File: src/shared/pcc_pkg.sv
package pcc_pkg;
  // Byte offsets of the two header dwords held here
  localparam logic [7:0]  PCC_OFS_CMD_STAT  = 8'h04;
  localparam logic [7:0]  PCC_OFS_REVISION  = 8'h08;

  // Command field bit positions
  localparam int          PCC_CMD_IO_EN     = 0;
  localparam int          PCC_CMD_MEM_EN    = 1;
  localparam int          PCC_CMD_PAR_RESP  = 6;
  localparam int          PCC_CMD_ERR_REP   = 8;
  localparam int          PCC_CMD_INT_DIS   = 10;

  // Writable command bits and reset value
  localparam logic [15:0] PCC_CMD_WR_MASK   = 16'h0543;
  localparam logic [15:0] PCC_CMD_RESET     = 16'h0000;

  // Status bit positions within the dword
  localparam int          PCC_STAT_INT_PEND = 19;
  localparam int          PCC_STAT_CAP_LIST = 20;
  localparam int          PCC_STAT_SIG_CA   = 27;
  localparam int          PCC_STAT_SIG_SERR = 30;
  localparam int          PCC_STAT_DET_PAR  = 31;

  // Bits of the command/status dword that never read as one
  localparam logic [31:0] PCC_RO_ZERO_MASK  = 32'h37e7fabc;

  // Capability list bit value after reset
  localparam logic        PCC_CAP_LIST_VAL  = 1'b1;

  // Sticky flag slots in the flag bank
  localparam int          PCC_FLG_CA        = 0;
  localparam int          PCC_FLG_SERR      = 1;
  localparam int          PCC_FLG_PAR       = 2;
  localparam int          PCC_NFLAGS        = 3;
  localparam logic [2:0]  PCC_FLAGS_RESET   = 3'h0;

  // Revision field width
  localparam int          PCC_REV_W         = 8;
endpackage

File: src/shared/pcc_flag_if.sv
interface pcc_flag_if #(
  parameter int N = 3
);
  logic [N-1:0] set;
  logic [N-1:0] clr;
  logic [N-1:0] flags;

  modport bank (input set, input clr, output flags);
  modport user (output set, output clr, input flags);
endinterface

File: src/pcc_flag_bank.sv
module pcc_flag_bank #(
  parameter int N = 3
) (
  // Clock and reset
  input wire logic clk,
  input wire logic reset_n,
  // Flag set/clear/value carrier
  pcc_flag_if.bank fl
);
  import pcc_pkg::*;

  logic [N-1:0] flags;
  logic [N-1:0] next_flags;

  // One sticky bit per slot; a set in the clearing cycle survives
  for (genvar i = 0; i < N; i++) begin : g_flag
    always_comb begin
      next_flags[i] = fl.set[i] | (flags[i] & ~fl.clr[i]);
    end

  end

  // Register only
  always_ff @(posedge clk or negedge reset_n) begin
    if (!reset_n) begin
      flags <= N'(PCC_FLAGS_RESET);
    end else begin
      flags <= next_flags;
    end
  end

  assign fl.flags = flags;
endmodule

File: src/pcc_cfg_cmd_stat.sv
// Notes on behaviour
// I/O requests are accepted only while command bit 0 is set; resets clear.
// Memory requests are accepted only while command bit 1 is set; resets clear.
// Command bits 3,4,5,7,9 and status bits 21,23,26:25 read zero.
// Command bit 6 enables parity error action; clear only sets detected-parity flag.
// Command bit 8 enables sending fatal and non-fatal error messages.
// Command bit 10 set suppresses legacy interrupt messages.
// Command bits 15:11 reserved, read zero.
// Status bits 18:16 reserved, read zero.
// Status bit 19 shows an internally pending legacy interrupt.
// Status bit 20 reads one, capability pointer lives at 0x34.
// Command bit 2 and status bits 24,28,29 read zero.
// Status bit 27 set on completer-abort completion.
// Status bit 30 set when an error message is sent with bit 8 set.
// Status bit 31 set on a received poisoned TLP.
// Write-one-to-clear flags clear on a written one; zero leaves them.
// Revision byte at 0x08 read-only; EEPROM autoload may replace it.
// Writes to read-only bits ignored; byte enables limit written bytes.
module pcc_cfg_cmd_stat #(
  parameter logic [7:0] REV_DEFAULT = 8'h3c // Arbitrary default revision
) (
  // Clock and reset
  input  wire logic                      clk,
  input  wire logic                      reset_n,
  // Configuration access from the root complex
  input  wire logic                      cfg_req,
  input  wire logic                      cfg_we,
  input  wire logic [7:0]                cfg_addr,
  input  wire logic [3:0]                cfg_be,
  input  wire logic [31:0]               cfg_wdata,
  output logic                           cfg_ack,
  output logic [31:0]                    cfg_rdata,
  // Space decode gating
  input  wire logic                      io_req,
  output logic                           io_accept,
  input  wire logic                      mem_req,
  output logic                           mem_accept,
  // Error events and reporting
  input  wire logic                      completer_abort,
  input  wire logic                      poisoned_tlp,
  input  wire logic                      parity_err,
  output logic                           parity_action,
  input  wire logic                      err_fatal_req,
  input  wire logic                      err_nonfatal_req,
  output logic                           err_msg_send,
  output logic                           err_msg_fatal,
  // Legacy interrupt
  input  wire logic                      intx_pending,
  output logic                           intx_msg_req,
  // Revision autoload
  input  wire logic                      rev_load_valid,
  input  wire logic [pcc_pkg::PCC_REV_W-1:0] rev_load_data,
  // Current fields for the rest of the bridge
  output logic [15:0]                    command_control,
  output logic [pcc_pkg::PCC_REV_W-1:0]  revision_number
);
  import pcc_pkg::*;

  // Dword decode, shared by read and write paths
  function automatic logic hit(input logic [7:0] addr, input logic [7:0] ofs);
    hit = (addr[7:2] == ofs[7:2]);
  endfunction

  logic [15:0]          next_command;
  logic [PCC_REV_W-1:0] next_revision;
  logic                 next_ack;
  logic [31:0]          next_rdata;
  logic                 wr_cmd;
  logic                 intx_pend;
  logic [15:0]          cmd_be_mask;

  pcc_flag_if #(.N(PCC_NFLAGS)) flg ();

  pcc_flag_bank #(.N(PCC_NFLAGS)) u_flags (
    .clk     (clk),
    .reset_n (reset_n),
    .fl      (flg.bank)
  );

  // Decode and error gating are combinational so a request is judged
  // against the enable in force in its own cycle
  always_comb begin
    io_accept     = io_req && command_control[PCC_CMD_IO_EN];
    mem_accept    = mem_req && command_control[PCC_CMD_MEM_EN];
    parity_action = parity_err && command_control[PCC_CMD_PAR_RESP];
    err_msg_send  = (err_fatal_req || err_nonfatal_req)
                    && command_control[PCC_CMD_ERR_REP];
    err_msg_fatal = err_fatal_req && command_control[PCC_CMD_ERR_REP];
    intx_msg_req  = intx_pend && !command_control[PCC_CMD_INT_DIS];
  end

  // Sticky status events; clears come from a byte-3 write of ones
  always_comb begin
    flg.set = '0;
    flg.clr = '0;
    flg.set[PCC_FLG_CA]   = completer_abort;
    flg.set[PCC_FLG_SERR] = err_msg_send;
    flg.set[PCC_FLG_PAR]  = poisoned_tlp || parity_err;
    if (wr_cmd && cfg_be[3]) begin
      flg.clr[PCC_FLG_CA]   = cfg_wdata[PCC_STAT_SIG_CA];
      flg.clr[PCC_FLG_SERR] = cfg_wdata[PCC_STAT_SIG_SERR];
      flg.clr[PCC_FLG_PAR]  = cfg_wdata[PCC_STAT_DET_PAR];
    end
  end

  // Command and revision next values; only writable command bits in enabled
  // bytes and an autoloaded revision move, everything else is kept
  always_comb begin
    wr_cmd        = cfg_req && cfg_we && hit(cfg_addr, PCC_OFS_CMD_STAT);
    cmd_be_mask   = {{8{cfg_be[1]}}, {8{cfg_be[0]}}} & PCC_CMD_WR_MASK;
    next_command  = command_control;
    if (wr_cmd) begin
      next_command = (command_control & ~cmd_be_mask)
                     | (cfg_wdata[15:0] & cmd_be_mask);
    end
    next_revision = revision_number;
    if (rev_load_valid) begin
      next_revision = rev_load_data;
    end
  end

  // Read data: hardwired and reserved bits stay zero by construction
  always_comb begin
    next_ack   = cfg_req;
    next_rdata = 32'h0000_0000;
    if (cfg_req && !cfg_we) begin
      if (hit(cfg_addr, PCC_OFS_CMD_STAT)) begin
        next_rdata[15:0]              = command_control;
        next_rdata[PCC_STAT_INT_PEND] = intx_pend;
        next_rdata[PCC_STAT_CAP_LIST] = PCC_CAP_LIST_VAL;
        next_rdata[PCC_STAT_SIG_CA]   = flg.flags[PCC_FLG_CA];
        next_rdata[PCC_STAT_SIG_SERR] = flg.flags[PCC_FLG_SERR];
        next_rdata[PCC_STAT_DET_PAR]  = flg.flags[PCC_FLG_PAR];
      end else if (hit(cfg_addr, PCC_OFS_REVISION)) begin
        next_rdata[PCC_REV_W-1:0]     = revision_number;
      end
    end
  end

  // Register all state except the sticky flags held in u_flags; revision default reloads at reset
  always_ff @(posedge clk or negedge reset_n) begin
    if (!reset_n) begin
      command_control <= PCC_CMD_RESET;
      revision_number <= REV_DEFAULT;
      intx_pend       <= 1'b0;
      cfg_ack         <= 1'b0;
      cfg_rdata       <= 32'h0000_0000;
    end else begin
      command_control <= next_command;
      revision_number <= next_revision;
      intx_pend       <= intx_pending;
      cfg_ack         <= next_ack;
      cfg_rdata       <= next_rdata;
    end
  end
endmodule

File: config.mk
export PLATFORM = sky130hd
export DESIGN_NAME = pcc_cfg_cmd_stat
export DESIGN_NICKNAME = d
export VERILOG_FILES = /design/src/shared/pcc_pkg.sv /design/src/shared/pcc_flag_if.sv /design/src/pcc_flag_bank.sv /design/src/pcc_cfg_cmd_stat.sv
export SDC_FILE = /design/constraint.sdc
export NUM_CORES = 1
export LEC_CHECK = 0
export BUFFER_PORTS_ARGS = -buffer_cell sky130_fd_sc_hd__buf_2
export CAP_MARGIN = 20
export CELL_PAD_IN_SITES_DETAIL_PLACEMENT = 0
export CELL_PAD_IN_SITES_GLOBAL_PLACEMENT = 1
export CORE_MARGIN = 3
export CORE_UTILIZATION = 29
export CTS_CLUSTER_SIZE = 20
export DETAILED_ROUTE_END_ITERATION = 12
export PLACE_DENSITY = 0.93
export SLEW_MARGIN = 20
export SYNTH_ARGS = -nofsm -noshare
export SYNTH_HDL_FRONTEND = slang
export SYNTH_HIERARCHICAL = 1
export SYNTH_SLANG_ARGS = --single-unit
File: constraint.sdc
create_clock -name clk -period 1.99 [get_ports clk]
set_input_delay 0.4975 -clock clk [delete_from_list [all_inputs] [get_ports clk]]
set_output_delay 0.4975 -clock clk [all_outputs]
set_load 0.005 [all_outputs]
==> results of run 1 <==
-- power by group through the flow --
stage | registers, mW | clock network (mW) | logic, mW
3_3_place_gp | 0.743 | 0 | 0.143
5_1_grt | 0.736 | 0.693 | 0.165
6_report | 0.731 | 0.635 | 0.146
2_1_floorplan | 0.741 | 0 | 0.0978
4_1_cts | 0.732 | 0.661 | 0.147
3_5_place_dp | 0.745 | 0 | 0.146
-- how the worst min path moves through the flow --
| stage | to | start |
|---|---|---|
| floorplan | async pin | reset_n |
| global placement | u_flags/fl.flags[0] | u_flags/fl.flags[0] |
| detailed placement | cfg_rdata[19] | intx_pend |
| CTS | cfg_rdata[6] | reset_n |
| global route | intx_pend | intx_pending |
| finish | cfg_ack | reset_n |
-- worst max-delay path: stages --
cell                      delay (ns)
sky130_fd_sc_hd__buf_2          0.11
sky130_fd_sc_hd__or4b_4         0.57
sky130_fd_sc_hd__nor4b_4        0.42
sky130_fd_sc_hd__and2_1         0.19
-- through the flow --
| step | total power [mW] | area, sq um | cells | util [%] |
|---|---|---|---|---|
| 2_1_floorplan | 0.839 | 1610 | 147 | - |
| 3_3_place_gp | 0.886 | 1850 | 259 | 38.0 |
| 3_5_place_dp | 0.891 | 1850 | 259 | 38.0 |
| 4_1_cts | 1.54 | 1970 | 267 | 40.4 |
| 5_1_grt | 1.59 | 1970 | 267 | 40.4 |
| 6_report | 1.51 | 1970 | 267 | 40.4 |
-- cell type report --
class	count	area, sq um
timing repair buffer	74	375
fill	494	2910
tap	67	83.8
multi-input combinational	82	553
sequential	33	831
clock buffer	7	86.3
clock inverter	1	30.0
inverter	3	11.3
-- cell families (layout without fill, tap and decap cells) --
| logic type | after synthesis | count (layout) | synth area share [%] |
|---|---|---|---|
| flops | 33 | 33 | 55.1 |
| buf+inv | 32 | 85 | 14.9 |
| compound gates | 7 | 7 | 3.49 |
| mux | 13 | 13 | 9.71 |
| simple gates | 34 | 34 | 16.5 |
| other cells | 1 | 28 | 0.249 |
-- cell usage after synthesis, types with 3 or more instances --
cell	number
sky130_fd_sc_hd__dfrtp_1	29
sky130_fd_sc_hd__mux2_2	12
sky130_fd_sc_hd__nor2b_1	3
sky130_fd_sc_hd__inv_1	3
sky130_fd_sc_hd__and3_1	3
sky130_fd_sc_hd__buf_4	28
sky130_fd_sc_hd__a21o_1	3
sky130_fd_sc_hd__dfstp_2	4
sky130_fd_sc_hd__nor2_1	3
sky130_fd_sc_hd__and2_1	16
sky130_fd_sc_hd__a22oi_1	3
-- metal layers --
metal	global-route usage [%]	share of wire, %
met5	0	0
met4	4.72	1.6
met3	2.75	8.3
met2	18.8	53
met1	11.0	37
==> run summary, run 1 <==
The run finished with clean final reports. The number of nets in the final layout came out at 264. The via count of the first global-routing pass is ~980. The starting density of the core came out at between 30% and 40%. The worst path needs 1.56 ns of the cycle, external delays included. Setup repair after global routing left no endpoint under its margin. STA classifies the critical path startpoint as an input port. The hold-fix buffer count after cts is 0. The minimum setup slack after placement came out at approximately 0.14 ns.

The wire length after detailed routing is 3160 um. Routability-driven placement finished with a final weighted congestion of approximately 0.72. The synthesized netlist occupies a cell area of 1510 sq um.

In this run, synthesis produced a sequential element count of 33. The top-level port count came out at 128. The remaining global-route overflow came out at 0. The area of the die is 6100 sq um. The largest net degree at the start of global routing is 34.

The synthesized design spends more area on one cell type than any other, namely sky130_fd_sc_hd__dfrtp_1. Measured along the y axis, the die boundary spans 78.1 um. The number of setup violations in the final report came out at 0. The areal power density over the cells is 767 nW/um^2. Counting every instance in the synthesized netlist gives 120. The number of placement rows is 25.

Leaving out fill and tap cells, the most frequent cell in the layout is sky130_fd_sc_hd__buf_2. The number of diodes came out at 0. Clock latency on the worst-skew pair, taken at its later pin, is 0.28 ns. The total of warnings raised by yosys came out at 6. Combinational cells account for 9.6% of the total power. Dividing the detail-routed wire length by the instance count gives 11.8 um. The layout cell share with drive strength beyond 1 came out at 51.0%.

For the worst setup path, the data arrival time is 1.78 ns. The critical path in this run is classified as in -> reg. Clock tree synthesis inserted a total of 5 buffers. Ranked by total cell area, the synthesized netlist is headed by sky130_fd_sc_hd__dfrtp_1 48%, sky130_fd_sc_hd__buf_4 14%, sky130_fd_sc_hd__mux2_2 9.0%. The switching portion of total power came out at 21.1%.

IR analysis of the VDD net gives a maximum drop of 329 uV. The setup slack of the critical path after layout came out at approximately 0.43 ns. The critical path ends at cfg_rdata[27]. In the synthesized netlist the async set-or-reset flop fraction comes to 100%. In this run the static leakage power is 1.08 nW. The worst setup slack for register-to-register paths is 1.14 ns. The most critical setup path has its startpoint at cfg_we.

The power share of the clock group came out at 42.0%. The number of synthesized flops with an enable pin came out at 0. For the pin with the worst max-slew slack, the measured transition is 0.721 ns. The register clock-pin slew on the reported worst setup and hold paths is around 0.060 ns. The max-slew violation total from the final report is 0.

The number of failing hold endpoints at the final stage was 0. The number of antenna violations at the first check in global routing is 0. The library cells used most frequently in the layout, excluding fill and tap cells, are 72 x sky130_fd_sc_hd__buf_2, 29 x sky130_fd_sc_hd__dfrtp_1, 28 x sky130_fd_sc_hd__conb_1, 16 x sky130_fd_sc_hd__and2_1, 12 x sky130_fd_sc_hd__mux2_2. The global-route wire length before repair is between 4000 and 5000 um. The first-pass iteration count of the detailed router came out at 4. The internal power summed over all cells came out at 1.19 mW. Measured against its own limit, the worst slew margin works out to 51.9%. TritonCTS built the clock tree. The floorplan core area is 4880 sq um. The sequential share of power came out at 48.4%.

Among all flip-flop cells after synthesis, the most frequent one is sky130_fd_sc_hd__dfrtp_1. Across all layers, the routed design uses 1030 vias. The share of the clock period used by the worst path after layout came out at about four fifths. The number of vias per cell is 3.86. The clock net sink count came out at 33.

The highest clock rate came out at 0.639 GHz. The tightest min-delay check is of the in -> async type. The biggest fanout along the worst timing path came out at 7. The fraction of the yosys area taken by sequential cells came out at 55.1%. The hold slack came out at 0.274 ns. The distinct cell type count after synthesis is 22.

The synthesis-to-layout area growth came out at 30.7%. The area share of the largest cell type after synthesis came out at between 40% and 50%. The floorplan die width came out at just under 80 um. The net switching power figure is 0.319 mW. The required time reported for the critical path endpoint is roughly 2.2 ns.

Global routing used 10.3% of the available tracks across all layers. The nature of the critical path endpoint is a flop. The number of post-CTS setup repair buffers came out at 0. The cell depth of the worst flop-to-flop path came out at 1. The post-cts repair resize count came out at 0. Detailed placement ended at an HPWL of 2570 um. In this run the tool buffered the top-level ports with 72 buffer cells.

The number of DRC markers in iteration 0 is 11. The tree is rooted in a sky130_fd_sc_hd__clkbuf_8. The total DRC errors in the routed layout came out at 0. The average instance area after synthesis is 12.6 sq um. The max capacitance violation total came out at 0. The setup clock skew after layout is 0.00278 ns. The buffer depth of the longest clock path came out at 2. The sum of negative setup slack came out at 0 ns. The H-tree depth reported by CTS is 2. The post-route antenna net violation count is 0.
No activity file was read; power rests on OpenSTA's default activity.
==> run 2, diff against run 1 <==
--- a/config.mk
+++ b/config.mk
@@ -5,15 +5,16 @@
 export SDC_FILE = /design/constraint.sdc
 export NUM_CORES = 1
 export LEC_CHECK = 0
+export ABC_AREA = 1
 export BUFFER_PORTS_ARGS = -buffer_cell sky130_fd_sc_hd__buf_2
 export CAP_MARGIN = 20
 export CELL_PAD_IN_SITES_DETAIL_PLACEMENT = 0
 export CELL_PAD_IN_SITES_GLOBAL_PLACEMENT = 1
 export CORE_MARGIN = 3
-export CORE_UTILIZATION = 29
+export CORE_UTILIZATION = 26
 export CTS_CLUSTER_SIZE = 20
 export DETAILED_ROUTE_END_ITERATION = 12
-export PLACE_DENSITY = 0.93
+export PLACE_DENSITY = 0.87
 export SLEW_MARGIN = 20
 export SYNTH_ARGS = -nofsm -noshare
 export SYNTH_HDL_FRONTEND = slang
==> constraint.sdc (replaced) <==
create_clock -name clk -period 1.5 [get_ports clk]
set_input_delay 0.375 -clock clk [delete_from_list [all_inputs] [get_ports clk]]
set_output_delay 0.375 -clock clk [all_outputs]
set_load 0.005 [all_outputs]
==> run 2 against run 1 <==
  * Critical path depth shrank 1
  * Synthesized area grew 5.8%
  * Die area rose by 17%
  * First-iteration DRC count grew to 3.5 times the previous value
  * Design area up 2.9%
  * Count of clock-buffer cells in the layout fell by 1
==> run summary, run 2 <==
The starting density of the core is 27.9%. The run finished with clean final reports. The H-tree depth reported by CTS is 2. The remaining global-route overflow is 0.

Across the VDD grid, the largest voltage drop is 432 uV. The first global-routing pass estimated 5370 um of wire. The synthesis-stage register bit count is 33. Leaving out fill and tap cells, the most frequent cell in the layout is sky130_fd_sc_hd__buf_2.

The gate count after technology mapping is 171. In the post-synthesis netlist, the cell with the most instances is sky130_fd_sc_hd__nand2_1. The sum of internal, switching and leakage power came out at 1.81 mW. The wire length after detailed routing is 3390 um. The max capacitance violation total came out at 0.

The type of the setup path with the least slack is reg -> out. The area of the die came out at 7110 sq um. The final layout contains roughly 310 nets.

The number of placement rows came out at 27. The max-slew violation total from the final report is 0. The met3 usage is 4.32%. In this run the remaining antenna-violating nets after routing total 0. The async set or reset register ratio after synthesis came out at 100%. The clock latency on the worst-skew pair came out at 0.27 ns.

The distinct cell type count after synthesis is 22. The clock net sink count is 33. The number of failing hold endpoints at the final stage is 0. The register clock-pin slew on the reported worst setup and hold paths came out at 0.06 ns. Counting instances in the post-synthesis netlist gives the leading cell types as 35 x sky130_fd_sc_hd__nand2_1, 29 x sky130_fd_sc_hd__dfrtp_1, 28 x sky130_fd_sc_hd__buf_4, 27 x sky130_fd_sc_hd__inv_1, 8 x sky130_fd_sc_hd__nor2_1. The overall track demand over capacity in global routing is 9.59%. The number of I/O port buffers came out at 72. For this design the ratio of total power to cell area is approximately 890 nW/um^2.

At the end of routability-driven placement, the weighted congestion stood at 0.727. The half-perimeter wire length after detailed placement is 2800 um. STA classifies the critical path endpoint as an output port.

The total DRC errors in the routed layout is 0. The biggest fanout along the worst timing path is 5. The met1 routing resource usage after global routing came out at 11.2%. The floorplan die width is ~84 um. The number of synthesized flops with an enable pin is 0. Summing the sequential cell areas from Yosys gives 52.1% of the chip area. The required time reported for the critical path endpoint came out at 1.12 ns.

The layout cell share with drive strength beyond 1 came out at 41.6%. Averaged over all synthesized cells, the footprint is 9.33 sq um. The highest clock rate came out at around 0.74 GHz.

The number of vias per cell came out at 3.93. The worst setup slack for register-to-register paths is 0.65 ns. The via count of the first global-routing pass is approximately 1200. The tree is rooted in a sky130_fd_sc_hd__clkbuf_8. In this run the critical register-to-register path is launched from revision_number[4]. Buffers inserted during clock tree synthesis total 5.

In this run the critical register-to-register path is captured at cfg_rdata[4]. The share of the clock period used by the worst path after layout is 89.9%. Setup repair after global routing left no endpoint under its margin. 0 antenna diodes ended up in the layout. The min-delay analysis places its worst path in the category in -> async. The top cell types in the final layout, fill and taps aside, are 72 x sky130_fd_sc_hd__buf_2, 35 x sky130_fd_sc_hd__nand2_1, 29 x sky130_fd_sc_hd__dfrtp_1, 28 x sky130_fd_sc_hd__conb_1, 27 x sky130_fd_sc_hd__inv_1. The sum of negative setup slack came out at 0 ns. sky130_fd_sc_hd__dfrtp_1 takes more of the synthesized area than any other cell. The total of warnings raised by yosys is 6. The number of setup violations in the final report is 0. The data arrival time at the worst-slack endpoint is 0.97 ns.

In this run the cell area of the synthesized design comes to 1600 sq um. The startpoint type of the worst setup path is a flop. For this block, the initial DRC count from the detailed router was 38.

The cell depth of the worst flop-to-flop path came out at 2. Among all flip-flop cells after synthesis, the most frequent one is sky130_fd_sc_hd__dfrtp_1. Entering global routing, the biggest net connects 18 pins. The number of antenna violations at the first check in global routing is 0.

The minimum period implied by the final worst setup slack is 1.35 ns. In this run, post-CTS hold repair placed 0 buffers. The post-cts repair resize count came out at 0. By area the synthesized netlist is led by sky130_fd_sc_hd__dfrtp_1 45%, sky130_fd_sc_hd__buf_4 13%, sky130_fd_sc_hd__nand2_1 8.2%. The first-pass iteration count of the detailed router came out at 4. The met2 track demand over resource in global routing is 15.6%. Across all layers, the routed design uses 1264 vias.

The floorplan die height came out at 84.3 um. For this design the static power due to leakage is 1.27 nW. TritonCTS built the clock tree. The layer with the highest usage is met2. The placed instance count came out at 314. Between clock sinks in the finished design, the worst skew comes to 0.00197 ns. The longest clock path from root to sink contains 2 buffers. After clock tree synthesis, the setup repair step added 0 buffers. The synthesis-to-layout area growth is 27.1%. The floorplan core area is 5710 sq um. The number of standard cells in the layout, taps in and fillers out came out at 322. In this run the count of I/O pins placed on the die edge is 128. The average detailed-routed wire length per instance is 10.5 um. The area share of the largest cell type after synthesis is 45.5%.
==> run 2: metrics by stage <==
step           hold slack (ns)  setup slack (ns)  instance area, sq um  util (%)
2_1_floorplan           0.0794             0.275                  1700         -
3_3_place_gp             0.322             0.125                  1940      34.1
3_5_place_dp             0.325             0.101                  1940      34.1
4_1_cts                 0.0242             0.138                  2030      35.5
5_1_grt                 0.0433            0.0462                  2030      35.5
6_report                0.0249             0.151                  2030      35.5
==> run 2: final cells by class <==
type	count	area [sq um]
Clock inverter	2	10.0
Fill cell	610	3680
Sequential cell	33	831
Clock buffer	6	72.6
Inverter	28	105
Tap cell	72	90.1
Multi-Input combinational cell	107	531
Timing Repair Buffer	74	388
==> run 2: worst max-delay path by stage <==
| stage | slack, ns | cells after the start | endpoint |
|---|---|---|---|
| final | 0.15 | 3 | err_msg_send |
| after global routing | 0.05 | 3 | err_msg_send |
| after CTS | 0.14 | 3 | err_msg_send |
| after detailed placement | 0.10 | 9 | u_flags/fl.flags[2] |
| after global placement | 0.12 | 9 | u_flags/fl.flags[2] |
| after floorplan | 0.28 | 9 | u_flags/fl.flags[0] |
==> run 2: logic make-up after synthesis <==
| kind of cell | count (synthesis) | synth area share [%] |
|---|---|---|
| buffers and inverters | 58 | 21.0 |
| AOI/OAI and AO/OA | 4 | 1.25 |
| other | 1 | 0.235 |
| and+or+nand+nor | 71 | 22.6 |
| muxes | 4 | 2.82 |
| DFF | 33 | 52.1 |
==> run 2: routing by layer <==
layer / vias up / wire length [um]
met4: 0 / 21
met1: 580 / 1330
met2: 66 / 1600
met5: - / 0
li1: 616 / -
met3: 2 / 442
==> run 2: report_power, final <==
| group | total [mW] | switching (mW) | internal [mW] |
|---|---|---|---|
| clock | 0.626 | 0.305 | 0.321 |
| combinational | 0.214 | 0.120 | 0.0937 |
| sequential | 0.966 | 0.0268 | 0.939 |
==> run 2: critical path: stages, from the launching register on <==
cell                      delay [ns]
sky130_fd_sc_hd__dfrtp_1        0.41
sky130_fd_sc_hd__nand2_1        0.09
sky130_fd_sc_hd__nand2_1        0.07
sky130_fd_sc_hd__buf_2          0.13
==> run 3, diff against run 2 <==
--- a/config.mk
+++ b/config.mk
@@ -9,12 +9,12 @@
 export BUFFER_PORTS_ARGS = -buffer_cell sky130_fd_sc_hd__buf_2
 export CAP_MARGIN = 20
 export CELL_PAD_IN_SITES_DETAIL_PLACEMENT = 0
-export CELL_PAD_IN_SITES_GLOBAL_PLACEMENT = 1
+export CELL_PAD_IN_SITES_GLOBAL_PLACEMENT = 2
 export CORE_MARGIN = 3
-export CORE_UTILIZATION = 26
+export CORE_UTILIZATION = 20
 export CTS_CLUSTER_SIZE = 20
 export DETAILED_ROUTE_END_ITERATION = 12
-export PLACE_DENSITY = 0.87
+export PLACE_DENSITY = 0.88
 export SLEW_MARGIN = 20
 export SYNTH_ARGS = -nofsm -noshare
 export SYNTH_HDL_FRONTEND = slang
==> run 3 against run 2 <==
  * Count of clock-buffer cells in the layout did not move
  * Die area is 28% higher
  * Non-clock buffer count grew 1
  * Clock skew grew 0.0018 ns
  * Clock power increased by 38%
  * Critical endpoint unchanged
  * Hold slack improved by 0.17 ns
  * Largest cell class unchanged
  * Register-to-register slack about the same
==> run summary, run 3 (synthesized netlist as in run 2, its figures left out) <==
The post-route antenna net violation count is 0. The H-tree depth reported by CTS is 2. The via count of the first global-routing pass came out at 1131.

The layout cell share with drive strength beyond 1 is about two fifths. The number of placement rows came out at 31. The floorplan step set the die width to 95.3 um. CTS saw 33 sinks. The top cell types in the final layout, fill and taps aside, are 72 x sky130_fd_sc_hd__buf_2, 35 x sky130_fd_sc_hd__nand2_1, 29 x sky130_fd_sc_hd__dfrtp_1, 28 x sky130_fd_sc_hd__conb_1, 27 x sky130_fd_sc_hd__inv_1.

STA classifies the critical path endpoint as an output port. For this block, the initial DRC count from the detailed router was 33. The die covers 9080 sq um.

The setup clock skew after layout is approximately 0.0038 ns. The minimum setup slack after placement came out at 0.0653 ns. The clock latency on the worst-skew pair is 0.28 ns. The total clock buffers created by CTS came out at 5.

Static timing analysis puts the maximum clock frequency at 0.743 GHz. The overall track demand over capacity in global routing came out at around 7.6%. The number of fill cells in the layout came out at 836. The buffer depth of the longest clock path is 2. The floorplan die height came out at ~95 um. The maximum vdd ir drop came out at 471 uV. The average detailed-routed wire length per instance is 10.2 um. The minimum period implied by the final worst setup slack came out at 1.35 ns.

The static leakage power is 1.28 nW. The number of failing hold endpoints at the final stage came out at 0. The biggest fanout along the worst timing path came out at 5. The global-route wire length before repair came out at 5200 um. The top-level port count came out at approximately 130. The leading cell type in the layout, fill and taps excluded is sky130_fd_sc_hd__buf_2. The global placement routability congestion came out at 0.700. The class of the most critical hold timing path is in -> reg. The half-perimeter wire length after detailed placement is around 3000 um.

In this run the tool buffered the top-level ports with 72 buffer cells. TritonCTS built the clock tree. The number of diodes came out at 0. In this run the clock root is driven by a sky130_fd_sc_hd__clkbuf_8. The setup slack of the critical path after layout came out at 0.153 ns. The type of the setup path with the least slack is reg -> out.

Data arrives at the worst endpoint at just under 1 ns. The flow ran to the end, and the final reports show no timing, DRC or antenna violations. The vias after detailed routing is 1252. STA classifies the critical path startpoint as a flop. The total DRC errors in the routed layout is 0.

The share of the clock period used by the worst path after layout came out at 89.8%. After clock tree synthesis, the clock-pin slew on the worst setup and hold paths is 0.07 ns. In this run the register-to-register setup slack is 0.66 ns. The number of vias per cell is 3.58. The total overflow left after global routing is 0.

The areal power density over the cells is 976 nW/um^2. Setup repair after global routing left no endpoint under its margin. The max capacitance violation total is 0. The required time reported for the critical path endpoint is 1.12 ns. Compared with the post-synthesis result, the final layout area differs by 31.4%. The max-slew violation total from the final report came to 0. The final layout contains routed wiring with a total length of around 3600 um. For this run, the post-layout net count is around 320. The floorplan core area came out at 7490 sq um. The largest net degree at the start of global routing came out at 19.

The starting density of the core is between 20% and 30%. The number of antenna violations at the first check in global routing came to 0. Setup total negative slack on the finished layout was measured at 0 ns. The first TritonRoute pass finished after 2 iterations. The number of setup violations in the final report is 0.
run 3: cell count changes in the layout (fill, tap and decap cells not counted):
cell,before,now
sky130_fd_sc_hd__clkinv_2,2,0
sky130_fd_sc_hd__buf_12,1,0
sky130_fd_sc_hd__buf_4,1,2
sky130_fd_sc_hd__bufinv_16,0,1
sky130_fd_sc_hd__clkbuf_1,1,0
sky130_fd_sc_hd__clkbuf_8,5,6
sky130_fd_sc_hd__clkinvlp_4,0,1
sky130_fd_sc_hd__dlygate4sd3_1,0,1
run 3: path summary, 6_finish.rpt:
kind,end,from,cells past startpoint
setup reg to reg,cfg_rdata[3],revision_number[3],2
max in group asynchronous,async pin,reset_n,3
hold / removal,intx_pend,intx_pending,1
min in group asynchronous,revision_number[0],reset_n,2
setup / recovery,err_msg_send,flop,3
hold reg to reg,u_flags/fl.flags[2],u_flags/fl.flags[2],2
run 3: what timing repair did:
| item | in CTS | in global routing |
|---|---|---|
| hold buffers | 1 | 0 |
| buffers inserted | 0 | 0 |
| endpoints found under the setup margin | 0 | 0 |
| resized for setup | 0 | 0 |
| hold endpoints to repair | 10 | 0 |
run 3: worst max-delay path, stage by stage, from the launching register on:
cell	delay (ns)
sky130_fd_sc_hd__dfrtp_1	0.42
sky130_fd_sc_hd__nand2_1	0.09
sky130_fd_sc_hd__nand2_1	0.06
sky130_fd_sc_hd__buf_2	0.13
run 3: final cells by class:
cell class	count	area, sq um	area share (%)
flip-flops and latches	33	831	39.6
multi-input cells	107	531	25.3
repair buffers	75	385	18.4
well taps	99	124	5.91
inverters	28	105	5.01
clock buffers	6	82.6	3.94
clock inverters	2	37.5	1.79
run 3: metrics by stage:
stage / area, sq um / std cells / util [%] / hold slack, ns / power (mW)
2_1_floorplan: 1700 / 198 / - / 0.0794 / 1.12
3_3_place_gp: 1970 / 341 / 26.3 / 0.301 / 1.19
3_5_place_dp: 1970 / 341 / 26.3 / 0.306 / 1.20
4_1_cts: 2100 / 350 / 28.0 / 0.187 / 2.09
5_1_grt: 2100 / 350 / 28.0 / 0.181 / 2.15
6_report: 2100 / 350 / 28.0 / 0.197 / 2.05
run 3: metal layers:
metal | wire length (um) | global-route usage (%)
met5 | 0 | 0
met4 | 49 | 2.88
met3 | 463 | 3.55
met2 | 1740 | 14.1
met1 | 1310 | 7.34
run 3: report_power, final:
part | total (mW) | leakage (nW) | internal, mW | switching (mW)
logic | 0.212 | 0.802 | 0.0919 | 0.121
registers | 0.967 | 0.419 | 0.939 | 0.0277
clock network | 0.866 | 0.0574 | 0.540 | 0.326
total | 2.05 | 1.28 | 1.57 | 0.474
